==> src/core/opc_pkg.sv <==
package opc_pkg;

	// ****************************************
	// register locations
	// ****************************************
	localparam logic [7:0] ADR_MAKER_LO = 8'h00;
	localparam logic [7:0] ADR_MAKER_HI = 8'h01;
	localparam logic [7:0] ADR_PART_LO  = 8'h02;
	localparam logic [7:0] ADR_PART_HI  = 8'h03;
	localparam logic [7:0] ADR_C1_SET   = 8'h04;
	localparam logic [7:0] ADR_C1_CLR   = 8'h05;
	localparam logic [7:0] ADR_C2_SET   = 8'h06;
	localparam logic [7:0] ADR_C2_CLR   = 8'h07;

	// identity values are arbitrary
	localparam logic [15:0] MAKER_ID = 16'h1a2b;
	localparam logic [15:0] PART_ID  = 16'h3c4d;
	// serial bus address is arbitrary
	localparam logic [6:0]  BUS_ADDR = 7'h2d;

	localparam logic [7:0] CTRL_RESET = 8'h00;
	localparam logic [7:0] READ_NONE  = 8'h00;

	// ****************************************
	// field positions
	// ****************************************
	localparam int C1_SPEED   = 0;
	localparam int C1_SUSPEND = 1;
	localparam int C1_FORMAT  = 2;
	localparam int C1_TEST    = 3;
	localparam int C1_ATTACH  = 4;
	localparam int C1_INT_OUT = 5;
	localparam int C1_UART    = 6;
	localparam int C1_UART_IO = 7;
	localparam int C2_DP_PU   = 0;
	localparam int C2_DM_PU   = 1;
	localparam int C2_DP_PD   = 2;
	localparam int C2_DM_PD   = 3;
	localparam int C2_ID_GND  = 4;
	localparam int C2_VB_DRV  = 5;
	localparam int C2_VB_DIS  = 6;
	localparam int C2_VB_CHG  = 7;

	// ****************************************
	// pin sampling and serial framing
	// ****************************************
	localparam int PIN_SCL = 0;
	localparam int PIN_SDA = 1;
	localparam int PIN_SE0 = 2;
	localparam int PIN_GP  = 3;
	localparam int NPIN    = 6;
	localparam int GP_RX   = 0;
	localparam int GP_TX   = 1;
	localparam int GP_FREE = 2;

	localparam logic [3:0] LAST_BIT = 4'h7;
	localparam logic [3:0] ACK_BIT  = 4'h8;
	// the fall that follows a start comes before the first bit and wraps this to zero
	localparam logic [3:0] FIRST_FALL = 4'hf;

	typedef enum logic [2:0] {
		OPC_IDLE,
		OPC_ADDR,
		OPC_REG,
		OPC_WR,
		OPC_RD
	} opc_state_t;

endpackage

==> src/core/opc_regs.sv <==
`timescale 1ns/1ps
module opc_regs (
	// clock and reset
	input  wire logic       clk,
	input  wire logic       reset_n,
	input  wire logic       clk_en,
	// two-wire serial port
	input  wire logic       scl_in,
	input  wire logic       sda_in,
	output logic            sda_out,
	output logic            sda_oe,
	// line sense and interrupt source
	input  wire logic       se0_in,
	input  wire logic       irq_pending_in,
	// general-purpose pins
	input  wire logic [2:0] gpio_pin_in,
	input  wire logic [2:0] gpio_out_in,
	input  wire logic [2:0] gpio_oe_in,
	input  wire logic       uart2_tx_in,
	output logic [2:0]      gpio_pin_out,
	output logic [2:0]      gpio_pin_oe,
	output logic [2:0]      gpio_level,
	output logic            uart2_rx,
	// interrupt/output-enable pin
	output logic            oe_int_n_out,
	output logic            oe_int_oe,
	// line mode controls
	output logic            full_speed,
	output logic            low_power,
	output logic            single_ended_format_select,
	output logic            uart_mode,
	output logic            se0_attach_flag,
	// bus pull and supply controls
	output logic            plus_line_pullup,
	output logic            minus_line_pullup,
	output logic            plus_line_pulldown,
	output logic            minus_line_pulldown,
	output logic            ident_pin_ground,
	output logic            vbus_drive,
	output logic            vbus_discharge,
	output logic            vbus_charge
);

	// ****************************************
	// pin synchronisers
	// ****************************************
	logic [opc_pkg::NPIN-1:0] pins;
	logic [opc_pkg::NPIN-1:0] s1_q, s2_q, s3_q, flt_q, flt_d;
	assign pins = {gpio_pin_in, se0_in, sda_in, scl_in};

	genvar gi;
	generate
		for (gi = 0; gi < opc_pkg::NPIN; gi++) begin : g_sync
			// a level only counts once two late stages agree, which filters glitches
			always_comb begin
				flt_d[gi] = (s2_q[gi] == s3_q[gi]) ? s3_q[gi] : flt_q[gi];
			end
			always_ff @(posedge clk or negedge reset_n) begin
				if (!reset_n) begin
					s1_q[gi]  <= 1'b1;
					s2_q[gi]  <= 1'b1;
					s3_q[gi]  <= 1'b1;
					flt_q[gi] <= 1'b1;
				end else if (clk_en) begin
					s1_q[gi]  <= pins[gi];
					s2_q[gi]  <= s1_q[gi];
					s3_q[gi]  <= s2_q[gi];
					flt_q[gi] <= flt_d[gi];
				end
			end
		end
	endgenerate

	// ****************************************
	// serial slave and control registers
	// ****************************************
	opc_pkg::opc_state_t st_q, st_d;
	logic [3:0] cnt_q, cnt_d;
	logic [7:0] sh_q, sh_d, ptr_q, ptr_d, tx_q, tx_d, c1_q, c1_d, c2_q, c2_d;
	logic       oe_q, oe_d, nack_q, nack_d, attach_q, attach_d;
	logic       scl_prev_q, sda_prev_q;
	logic       scl_rise, scl_fall, start_c, stop_c;
	logic       wr_en;
	logic [7:0] wr_data, rd_cur, rd_next;

	function automatic logic [7:0] read_byte(input logic [7:0] a, input logic [7:0] r1,
						input logic [7:0] r2);
		logic [7:0] v;
		v = opc_pkg::READ_NONE;
		unique case (a)
			opc_pkg::ADR_MAKER_LO: v = opc_pkg::MAKER_ID[7:0];
			opc_pkg::ADR_MAKER_HI: v = opc_pkg::MAKER_ID[15:8];
			opc_pkg::ADR_PART_LO:  v = opc_pkg::PART_ID[7:0];
			opc_pkg::ADR_PART_HI:  v = opc_pkg::PART_ID[15:8];
			opc_pkg::ADR_C1_SET, opc_pkg::ADR_C1_CLR: v = r1;
			opc_pkg::ADR_C2_SET, opc_pkg::ADR_C2_CLR: v = r2;
			default: v = opc_pkg::READ_NONE;
		endcase
		return v;
	endfunction

	assign scl_rise = flt_q[opc_pkg::PIN_SCL] & ~scl_prev_q;
	assign scl_fall = ~flt_q[opc_pkg::PIN_SCL] & scl_prev_q;
	assign start_c  = flt_q[opc_pkg::PIN_SCL] & scl_prev_q & sda_prev_q & ~flt_q[opc_pkg::PIN_SDA];
	assign stop_c   = flt_q[opc_pkg::PIN_SCL] & scl_prev_q & ~sda_prev_q & flt_q[opc_pkg::PIN_SDA];
	assign wr_data  = sh_q;
	assign rd_cur   = read_byte(ptr_q, c1_q, c2_q);
	assign rd_next  = read_byte(ptr_q + 8'h01, c1_q, c2_q);

	always_comb begin
		st_d   = st_q;
		cnt_d  = cnt_q;
		sh_d   = sh_q;
		ptr_d  = ptr_q;
		tx_d   = tx_q;
		oe_d   = oe_q;
		nack_d = nack_q;
		wr_en  = 1'b0;
		if (start_c) begin
			st_d  = opc_pkg::OPC_ADDR;
			// the first scl fall after a start must not count as a bit
			cnt_d = opc_pkg::FIRST_FALL;
			oe_d  = 1'b0;
		end else if (stop_c) begin
			st_d = opc_pkg::OPC_IDLE;
			oe_d = 1'b0;
		end else if (st_q != opc_pkg::OPC_IDLE) begin
			if (scl_rise) begin
				if (cnt_q == opc_pkg::ACK_BIT) begin
					nack_d = flt_q[opc_pkg::PIN_SDA];
				end else begin
					sh_d = {sh_q[6:0], flt_q[opc_pkg::PIN_SDA]};
				end
			end
			if (scl_fall) begin
				if (cnt_q == opc_pkg::LAST_BIT) begin
					cnt_d = opc_pkg::ACK_BIT;
					unique case (st_q)
						opc_pkg::OPC_ADDR: begin
							oe_d = (sh_q[7:1] == opc_pkg::BUS_ADDR);
							if (sh_q[7:1] != opc_pkg::BUS_ADDR) begin
								st_d = opc_pkg::OPC_IDLE;
							end
						end
						opc_pkg::OPC_REG: oe_d = 1'b1;
						opc_pkg::OPC_WR: begin
							oe_d  = 1'b1;
							wr_en = 1'b1;
						end
						opc_pkg::OPC_RD: oe_d = 1'b0;
						opc_pkg::OPC_IDLE: oe_d = 1'b0;
					endcase
				end else if (cnt_q == opc_pkg::ACK_BIT) begin
					cnt_d = 4'h0;
					oe_d  = 1'b0;
					unique case (st_q)
						opc_pkg::OPC_ADDR: begin
							if (sh_q[0]) begin
								st_d = opc_pkg::OPC_RD;
								tx_d = rd_cur;
								oe_d = ~rd_cur[7];
							end else begin
								st_d = opc_pkg::OPC_REG;
							end
						end
						opc_pkg::OPC_REG: begin
							ptr_d = sh_q;
							st_d  = opc_pkg::OPC_WR;
						end
						opc_pkg::OPC_WR: ptr_d = ptr_q + 8'h01;
						opc_pkg::OPC_RD: begin
							if (nack_q) begin
								st_d = opc_pkg::OPC_IDLE;
							end else begin
								ptr_d = ptr_q + 8'h01;
								tx_d  = rd_next;
								oe_d  = ~rd_next[7];
							end
						end
						opc_pkg::OPC_IDLE: oe_d = 1'b0;
					endcase
				end else begin
					cnt_d = cnt_q + 4'h1;
					if (st_q == opc_pkg::OPC_RD) begin
						tx_d = {tx_q[6:0], 1'b0};
						oe_d = ~tx_q[6];
					end
				end
			end
		end
	end

	// set/clear locations alter only the bits written as one
	always_comb begin
		c1_d = c1_q;
		c2_d = c2_q;
		if (wr_en) begin
			unique case (ptr_q)
				opc_pkg::ADR_C1_SET: c1_d = c1_q | wr_data;
				opc_pkg::ADR_C1_CLR: c1_d = c1_q & ~wr_data;
				opc_pkg::ADR_C2_SET: c2_d = c2_q | wr_data;
				opc_pkg::ADR_C2_CLR: c2_d = c2_q & ~wr_data;
				default: c1_d = c1_q;
			endcase
		end
	end

	// se0 latch: once attach is disabled, a detection is ignored and the latch clears
	always_comb begin
		attach_d = attach_q;
		if (c1_q[opc_pkg::C1_ATTACH] && flt_q[opc_pkg::PIN_SE0]) begin
			attach_d = 1'b1;
		end else if (!c1_q[opc_pkg::C1_ATTACH]) begin
			attach_d = 1'b0;
		end
	end

	always_ff @(posedge clk or negedge reset_n) begin
		if (!reset_n) begin
			st_q       <= opc_pkg::OPC_IDLE;
			cnt_q      <= 4'h0;
			sh_q       <= 8'h00;
			ptr_q      <= 8'h00;
			tx_q       <= 8'h00;
			oe_q       <= 1'b0;
			nack_q     <= 1'b0;
			scl_prev_q <= 1'b1;
			sda_prev_q <= 1'b1;
			c1_q       <= opc_pkg::CTRL_RESET;
			c2_q       <= opc_pkg::CTRL_RESET;
			attach_q   <= 1'b0;
		end else if (clk_en) begin
			st_q       <= st_d;
			cnt_q      <= cnt_d;
			sh_q       <= sh_d;
			ptr_q      <= ptr_d;
			tx_q       <= tx_d;
			oe_q       <= oe_d;
			nack_q     <= nack_d;
			scl_prev_q <= flt_q[opc_pkg::PIN_SCL];
			sda_prev_q <= flt_q[opc_pkg::PIN_SDA];
			c1_q       <= c1_d;
			c2_q       <= c2_d;
			attach_q   <= attach_d;
		end
	end

	// ****************************************
	// pin and line outputs
	// ****************************************
	logic [2:0] gp_out_q, gp_out_d, gp_oe_q, gp_oe_d;
	logic       rx_q, rx_d, int_n_q, int_n_d, int_oe_q, int_oe_d, dp_pu_q, dp_pu_d;
	logic       sda_out_q;

	always_comb begin
		gp_out_d = gpio_out_in;
		gp_oe_d  = gpio_oe_in;
		rx_d     = 1'b1;
		if (c1_q[opc_pkg::C1_UART_IO]) begin
			gp_out_d[opc_pkg::GP_RX] = 1'b0;
			gp_oe_d[opc_pkg::GP_RX]  = 1'b0;
			gp_out_d[opc_pkg::GP_TX] = uart2_tx_in;
			gp_oe_d[opc_pkg::GP_TX]  = 1'b1;
			rx_d = flt_q[opc_pkg::PIN_GP + opc_pkg::GP_RX];
		end
		int_oe_d = c1_q[opc_pkg::C1_INT_OUT] & c1_q[opc_pkg::C1_SUSPEND];
		int_n_d  = ~(irq_pending_in | attach_q);
		dp_pu_d  = c2_q[opc_pkg::C2_DP_PU] | attach_q;
	end

	always_ff @(posedge clk or negedge reset_n) begin
		if (!reset_n) begin
			gp_out_q  <= 3'h0;
			gp_oe_q   <= 3'h0;
			rx_q      <= 1'b1;
			int_n_q   <= 1'b1;
			int_oe_q  <= 1'b0;
			dp_pu_q   <= 1'b0;
			sda_out_q <= 1'b0;
		end else if (clk_en) begin
			gp_out_q  <= gp_out_d;
			gp_oe_q   <= gp_oe_d;
			rx_q      <= rx_d;
			int_n_q   <= int_n_d;
			int_oe_q  <= int_oe_d;
			dp_pu_q   <= dp_pu_d;
			sda_out_q <= 1'b0;
		end
	end

	// open drain: the data line is only ever pulled low
	assign sda_out                    = sda_out_q;
	assign sda_oe                     = oe_q;
	assign gpio_pin_out               = gp_out_q;
	assign gpio_pin_oe                = gp_oe_q;
	assign gpio_level                 = flt_q[opc_pkg::PIN_GP +: 3];
	assign uart2_rx                   = rx_q;
	assign oe_int_n_out               = int_n_q;
	assign oe_int_oe                  = int_oe_q;
	assign full_speed                 = c1_q[opc_pkg::C1_SPEED];
	assign low_power                  = c1_q[opc_pkg::C1_SUSPEND];
	assign single_ended_format_select = c1_q[opc_pkg::C1_FORMAT];
	assign uart_mode                  = c1_q[opc_pkg::C1_UART];
	assign se0_attach_flag            = attach_q;
	// the test bit is kept in c1_q for read-back only
	assign plus_line_pullup           = dp_pu_q;
	assign minus_line_pullup          = c2_q[opc_pkg::C2_DM_PU];
	assign plus_line_pulldown         = c2_q[opc_pkg::C2_DP_PD];
	assign minus_line_pulldown        = c2_q[opc_pkg::C2_DM_PD];
	assign ident_pin_ground           = c2_q[opc_pkg::C2_ID_GND];
	assign vbus_drive                 = c2_q[opc_pkg::C2_VB_DRV];
	assign vbus_discharge             = c2_q[opc_pkg::C2_VB_DIS];
	assign vbus_charge                = c2_q[opc_pkg::C2_VB_CHG];
endmodule

==> config.mk <==
export PLATFORM = sky130hd
export DESIGN_NAME = opc_regs
export DESIGN_NICKNAME = d
export VERILOG_FILES = /design/src/core/opc_pkg.sv /design/src/core/opc_regs.sv
export SDC_FILE = /design/constraint.sdc
export NUM_CORES = 1
export LEC_CHECK = 0
export ABC_AREA = 1
export BUFFER_PORTS_ARGS = -buffer_cell sky130_fd_sc_hd__buf_2
export CORE_MARGIN = 2
export CORE_UTILIZATION = 45
export DETAILED_ROUTE_END_ITERATION = 6
export MAX_ROUTING_LAYER = met4
export PLACE_DENSITY = 0.62
export SETUP_SLACK_MARGIN = 0.02
export SYNTH_ARGS = -nofsm -noshare
export SYNTH_HDL_FRONTEND = slang
export SYNTH_SLANG_ARGS = --single-unit
==> constraint.sdc <==
create_clock -name clk -period 2.1 [get_ports clk]
set_input_delay 0.525 -clock clk [delete_from_list [all_inputs] [get_ports clk]]
set_output_delay 0.525 -clock clk [all_outputs]
set_load 0.03 [all_outputs]
# ---- Word level (Yosys, flattened, before mapping)
# Cells that the tools add are included.
dict set report classes {
  n_bitwise 27
  eq_ne 36
  reduce_logical 39
  muxes 50
  n_addsub 2
}
# op n
set ops {}
lappend ops {{$pmux 8 s6} 2}
lappend ops {{$eq 8x3->1 const B} 8}
lappend ops {{$eq 8x2->1 const B} 4}
lappend ops {{$pmux 8 s2} 2}
lappend ops {{$mux 3} 10}
lappend ops {{$mux 7} 4}
lappend ops {{$mux 4} 6}
lappend ops {{$pmux 8 s3} 1}
lappend ops {{$mux 1} 18}
lappend ops {{$and 8x8->8} 2}
lappend ops {{$eq 8x1->1 const B} 2}
lappend ops {{$logic_not 8->1} 2}
lappend ops {{$or 8x8->8} 2}
lappend ops {{$pmux 7 s2} 1}
lappend ops {{$reduce_and 2->1} 7}
lappend ops {{$not 1->1} 12}
lappend ops {{$reduce_and 6->1} 2}
lappend ops {{$reduce_bool 2->1} 6}
lappend ops {{$reduce_bool 3->1} 4}
lappend ops {{$reduce_or 2->1} 6}
lappend ops {{$reduce_and 10->1} 1}
lappend ops {{$reduce_bool 5->1} 2}
lappend ops {{$pmux 3 s3} 1}
lappend ops {{$reduce_and 9->1} 1}
lappend ops {{other kinds (28)} 48}
dict set report totals {
  inputBits 17
  register_bits 85
  out_inout_bits 27
}

# ---- Longest topological paths before layout
dict set report depth {
  depth_word 13
  ltp_mapped 15
  depth_no_buf 14
}

# ---- Least setup slack after synthesis
# No wires, ideal clock.
dict set report synth_timing {
  path_type {register -> register}
  startpoint {register ptr_q[1]}
  endpoint {register with a tool-made name}
  setup_ns 0.154
  path_buffers 0
  arrival_time_ns 1.665
  path_slack_ns 0.281
  stages_incl_launch_ff 9
  path_cell_list {dfrtp_1 inv_1 ha_1 inv_1 a211oi_4 inv_4 nor2_4 nand2_1 mux2i_1}
}
# item line_no
set synth_lines {}
lappend synth_lines {{from (decl)} opc_regs.sv:79} ;# logic [7:0] sh_q, sh_d, ptr_q, ptr_d, tx_q, tx_d, c1_q, c1_d, c2_q, c2_d;
lappend synth_lines {{from (signal assigned)} opc_regs.sv:236} ;# ptr_q <= ptr_d;

# ---- Worst setup path in the final report
dict set report layout_timing {
  startpoint {register ptr_q[0]}
  endpoint {register tx_q[3]}
}
dict set report layout_between {
  elab_chain_cells 7
  elab_cells_between_ends 27
}
# item line_no
set layout_lines {}
lappend layout_lines {{$add 8x1->8} opc_regs.sv:108} ;# assign rd_next = read_byte(ptr_q + 8'h01, c1_q, c2_q);
lappend layout_lines {{$eq 8x3->1} opc_regs.sv:90} ;# unique case (a)
lappend layout_lines {{$reduce_or 2->1} opc_regs.sv:90}
lappend layout_lines {{$pmux 8 s6} opc_regs.sv:90}
lappend layout_lines {{$mux 7} opc_regs.sv:172} ;# if (nack_q) begin
lappend layout_lines {{$pmux 7 s2 (*)} opc_regs.sv:156} ;# unique case (st_q)
lappend layout_lines {{$mux 7 (*)} opc_regs.sv:153} ;# end else if (cnt_q == opc_pkg::ACK_BIT) begin
lappend layout_lines {{to (signal assigned)} opc_regs.sv:237} ;# tx_q <= tx_d;
lappend layout_lines {{to (decl)} opc_regs.sv:79}
# Mark *: on every way between the ends. The rest lies on a longest branch, timed or not. The select of a mux whose other input is x is not followed.
# A chain may end at the register's enable or synchronous reset.

==> metrics.md <==
| Metric | Value |
|---|---|
| Top FF cell, synth | dfrtp_1 |
| Share of layout cells above drive strength 1 | 24.7% |
| CTS buffer count | 9 |
| CTS H-tree depth | 3 |
| Delay of the slowest critical-path stage | 0.47 ns |
| Peak VDD IR | 543 uV |
| #FFs+latches synth | 85 |
| Slew Viols, Final | 0 |
| Vias | 4,280 |
| Final instance area | roughly 0.0055 mm2 |
| Die W | 107 um |
| Max-slew headroom | a little under two thirds |
| Pre-CTS setup slack | 0.0595 ns |
| Final Non-Filler Cells | 804 |
| Final net count | between 600 and 700 |
| Critical Path Start Type | register |
| CP Data Arrival Time | 2.23 ns |
| CTS tree | yes |
| Cells after Synth | 603 |
| Clk_skew | 0.0213 ns |
| RSZ-0062 raised after global routing | true |
| Power density over the cells | 853 mW/mm2 |
| Hold buffers post-CTS | 0 |
| Pwr Total | between 0.004 and 0.005 W |
| Post-synth ARST share | 100% |
| Max-cap violations | 0 |
| Sw frac | 38.2% |
| Clock share of power | approximately a quarter |
| Dpl hpwl | between 8000 and 9000 um |
| Number of I/O port buffers | 42 |
| Mapped Avg Cell Area | 7.94 um2 |
| Antenna violations before repair | 0 |
| DP Cell Count | 778 |
| Critical Path End Type | register |
| Count leader, synth | nand2_1 |
| Leakage dissipation | 2.63 nW |
| Sink Count | 85 |
| Filler instances | 991 |
| Global route overflow | 0 |
| Combinational power share | 30.6% |
| Hold Vio Cnt, Final | 0 |
| Fmax | 0.515 GHz |
| Sw power | 0.00179 W |
| Clock slew at reported path FFs | 0.10 ns |
| Crit-path slowest cell | dfrtp_2 |
| Critical Path Most Common Cell | nand2_1 |
| Pre-antenna DRT Iters | 5 |
| Critical path type | register to register |
| Initial detailed-routing violation count | slightly below 400 |
| Syn_nets | 628 |
| Vias in the first global route | 4,080 |
| EDFF count, synth | 0 |
| Largest net degree at the start of global routing | 42 |
| Crit Path Max Fanout | 6 |
| Root Buffer | clkbuf_8 |
| Post-synthesis cell area | 0.00479 mm2 |
| Top post-synthesis cells by area | dfrtp_1 (30%), dfstp_2 (15%), nand2_1 (14%) |
| Initial Util | 46.4% |
| Flop pwr share | 45.8% |
| WP data required | roughly 2.4 ns |
| Cell Rows | 37 |
| I/O pin cnt | 44 |
| GPL Wtd Cong | 0.937 |
| Final setup viols | 0 |
| Worst Slack Setup Final | 0.160 ns |
| Yosys top cell area share | 29.8% |
| Global-route wire length before repair | a little under 20,000 um |
| Cells along the critical path | inv_2, ha_2, inv_1, a211oi_4, buf_4, buf_6, nand2_1, nand3_1, a21oi_1, nand2_1, nand2_1, nand2_1 |
| WP buf/inv | 4 |
| Biggest area consumer among synthesized cells | dfrtp_1 |
| Int Power | 0.00290 W |
| Wirelength, routed | 11,600 um |
| Ant diodes | 0 |
| Distinct cells, synth | 44 |
| Area delta synth->final | 14.9% |
| Placed instance area | around 0.0052 mm2 |
| Via/cell ratio | 5.32 |
| Chip height | 107 um |
| CP top delay family | buffers and inverters |
| DRC viols | 0 |
| Core area | 0.0103 mm2 |
| All-Layer GR Usage | 22.4% |
| Clk_lat worst skew | 0.37 ns |
| Worst hold path class | primary input to async pin |
| Detail Route Antenna Nets | 0 |
| Period Utilization, post-route | 92.4% |
| Die area | around 0.011 mm2 |
| Fin util | 53.3% |
| Drt wl/cell | 14.5 um |
| Sequential share of the synthesized area | 45.1% |
| Top post-synthesis cells by count | nand2_1 (174), dfrtp_1 (57), nand3_1 (51), inv_1 (45), nor2_1 (44) |
| Synth warn | 0 |
| Worst-Margin Slew | 0.545 ns |
| Outcome | complete, no violations |
| Max Root-Sink Buffers | 2 |
| Minimum clock period | ~1.9 ns |
worst reg2reg max path, stage by stage, from the launching register on:
cell and delay [ns]:
dfrtp_2 0.47, inv_2 0.12, ha_2 0.22, inv_1 0.11, a211oi_4 0.24, buf_4 0.18, buf_6 0.12, nand2_1 0.05
nand3_1 0.10, a21oi_1 0.09, nand2_1 0.08, nand2_1 0.05, nand2_1 0.06
cell families (layout without fill, tap and decap cells):
kind of cell               Yosys count  count (layout)  share of synthesized area (%)
AOI/OAI and AO/OA                  106             106                           13.6
adders and majority gates            8               8                           2.09
buffers and inverters               82             147                           7.55
DFF                                 85              85                           45.1
muxes                                3               3                          0.627
other                                1               1                         0.0783
and+or+nand+nor                    318             318                           30.9
cell type report:
class	instances	area, um2	share of cell area [%]
Multi-Input combinational cell	436	2290	41.7
Sequential cell	85	2170	39.4
Timing Repair Buffer	72	462	8.39
Inverter	59	224	4.07
Clock buffer	14	173	3.14
Tap cell	136	170	3.09
Clock inverter	2	16.3	0.296
cell usage in the layout (no fill, tap or decap), drive strengths merged, types with 3 or more instances in the layout:
master,instances
nand2,178
buf,72
inv,59
dfrtp,57
nand3,56
nor2,56
o21ai,39
dfstp,28
a21oi,26
nor3,16
clkbuf,14
a31oi,11
o211ai,9
nand4,9
ha,8
a211oi,6
o21a,5
o31ai,4
mux2i,3
power groups by stage:
stage               Sequential (W)  Clock [W]  Combinational, W
global placement           0.00217          0           0.00136
finish                     0.00215    0.00111           0.00144
CTS                        0.00215    0.00114           0.00139
detailed placement         0.00218          0           0.00138
floorplan                  0.00216          0          0.000989
global route               0.00219    0.00119           0.00163
per-stage QoR:
stage	hold WS, ns	setup TNS (ns)
detailed placement	0.454	0
global route	0.0870	-0.00880
floorplan	0.229	0
global placement	0.451	0
CTS	0.0701	0
finish	0.0659	0
worst paths after layout:
check | startpoint | endpoint | slack, ns | depth (start not counted)
max reg2reg | ptr_q[0]$_DFFE_PN0P_ | tx_q[3]$_DFFE_PN0P_ | 0.16 | 12
min | reset_n | ptr_q[0]$_DFFE_PN0P_ | 0.07 | 1
min in group clk | irq_pending_in | oe_int_n_out$_DFFE_PN1P_ | 0.33 | 2
max in group asynchronous | reset_n | oe_int_n_out$_DFFE_PN1P_ | 1.41 | 2
max | ptr_q[0]$_DFFE_PN0P_ | tx_q[3]$_DFFE_PN0P_ | 0.16 | 12
min reg2reg | s2_q[1]$_DFFE_PN1P_ | s2_q[1]$_DFFE_PN1P_ | 0.46 | 2
timing repair:
action	CTS	global route
resized for setup	1	10
buffers inserted	0	10
pin swaps	0	6
endpoints found under the setup margin	2	24
per-layer routing:
metal	up-vias	routed length [um]	global-route usage (%)
met3	19	656	3.04
met1	2021	5420	30.4
li1	2112	-	-
met4	0	180	8.53
met5	-	0	-
met2	128	5360	34.2
No activity file was read; power rests on OpenSTA's default activity.
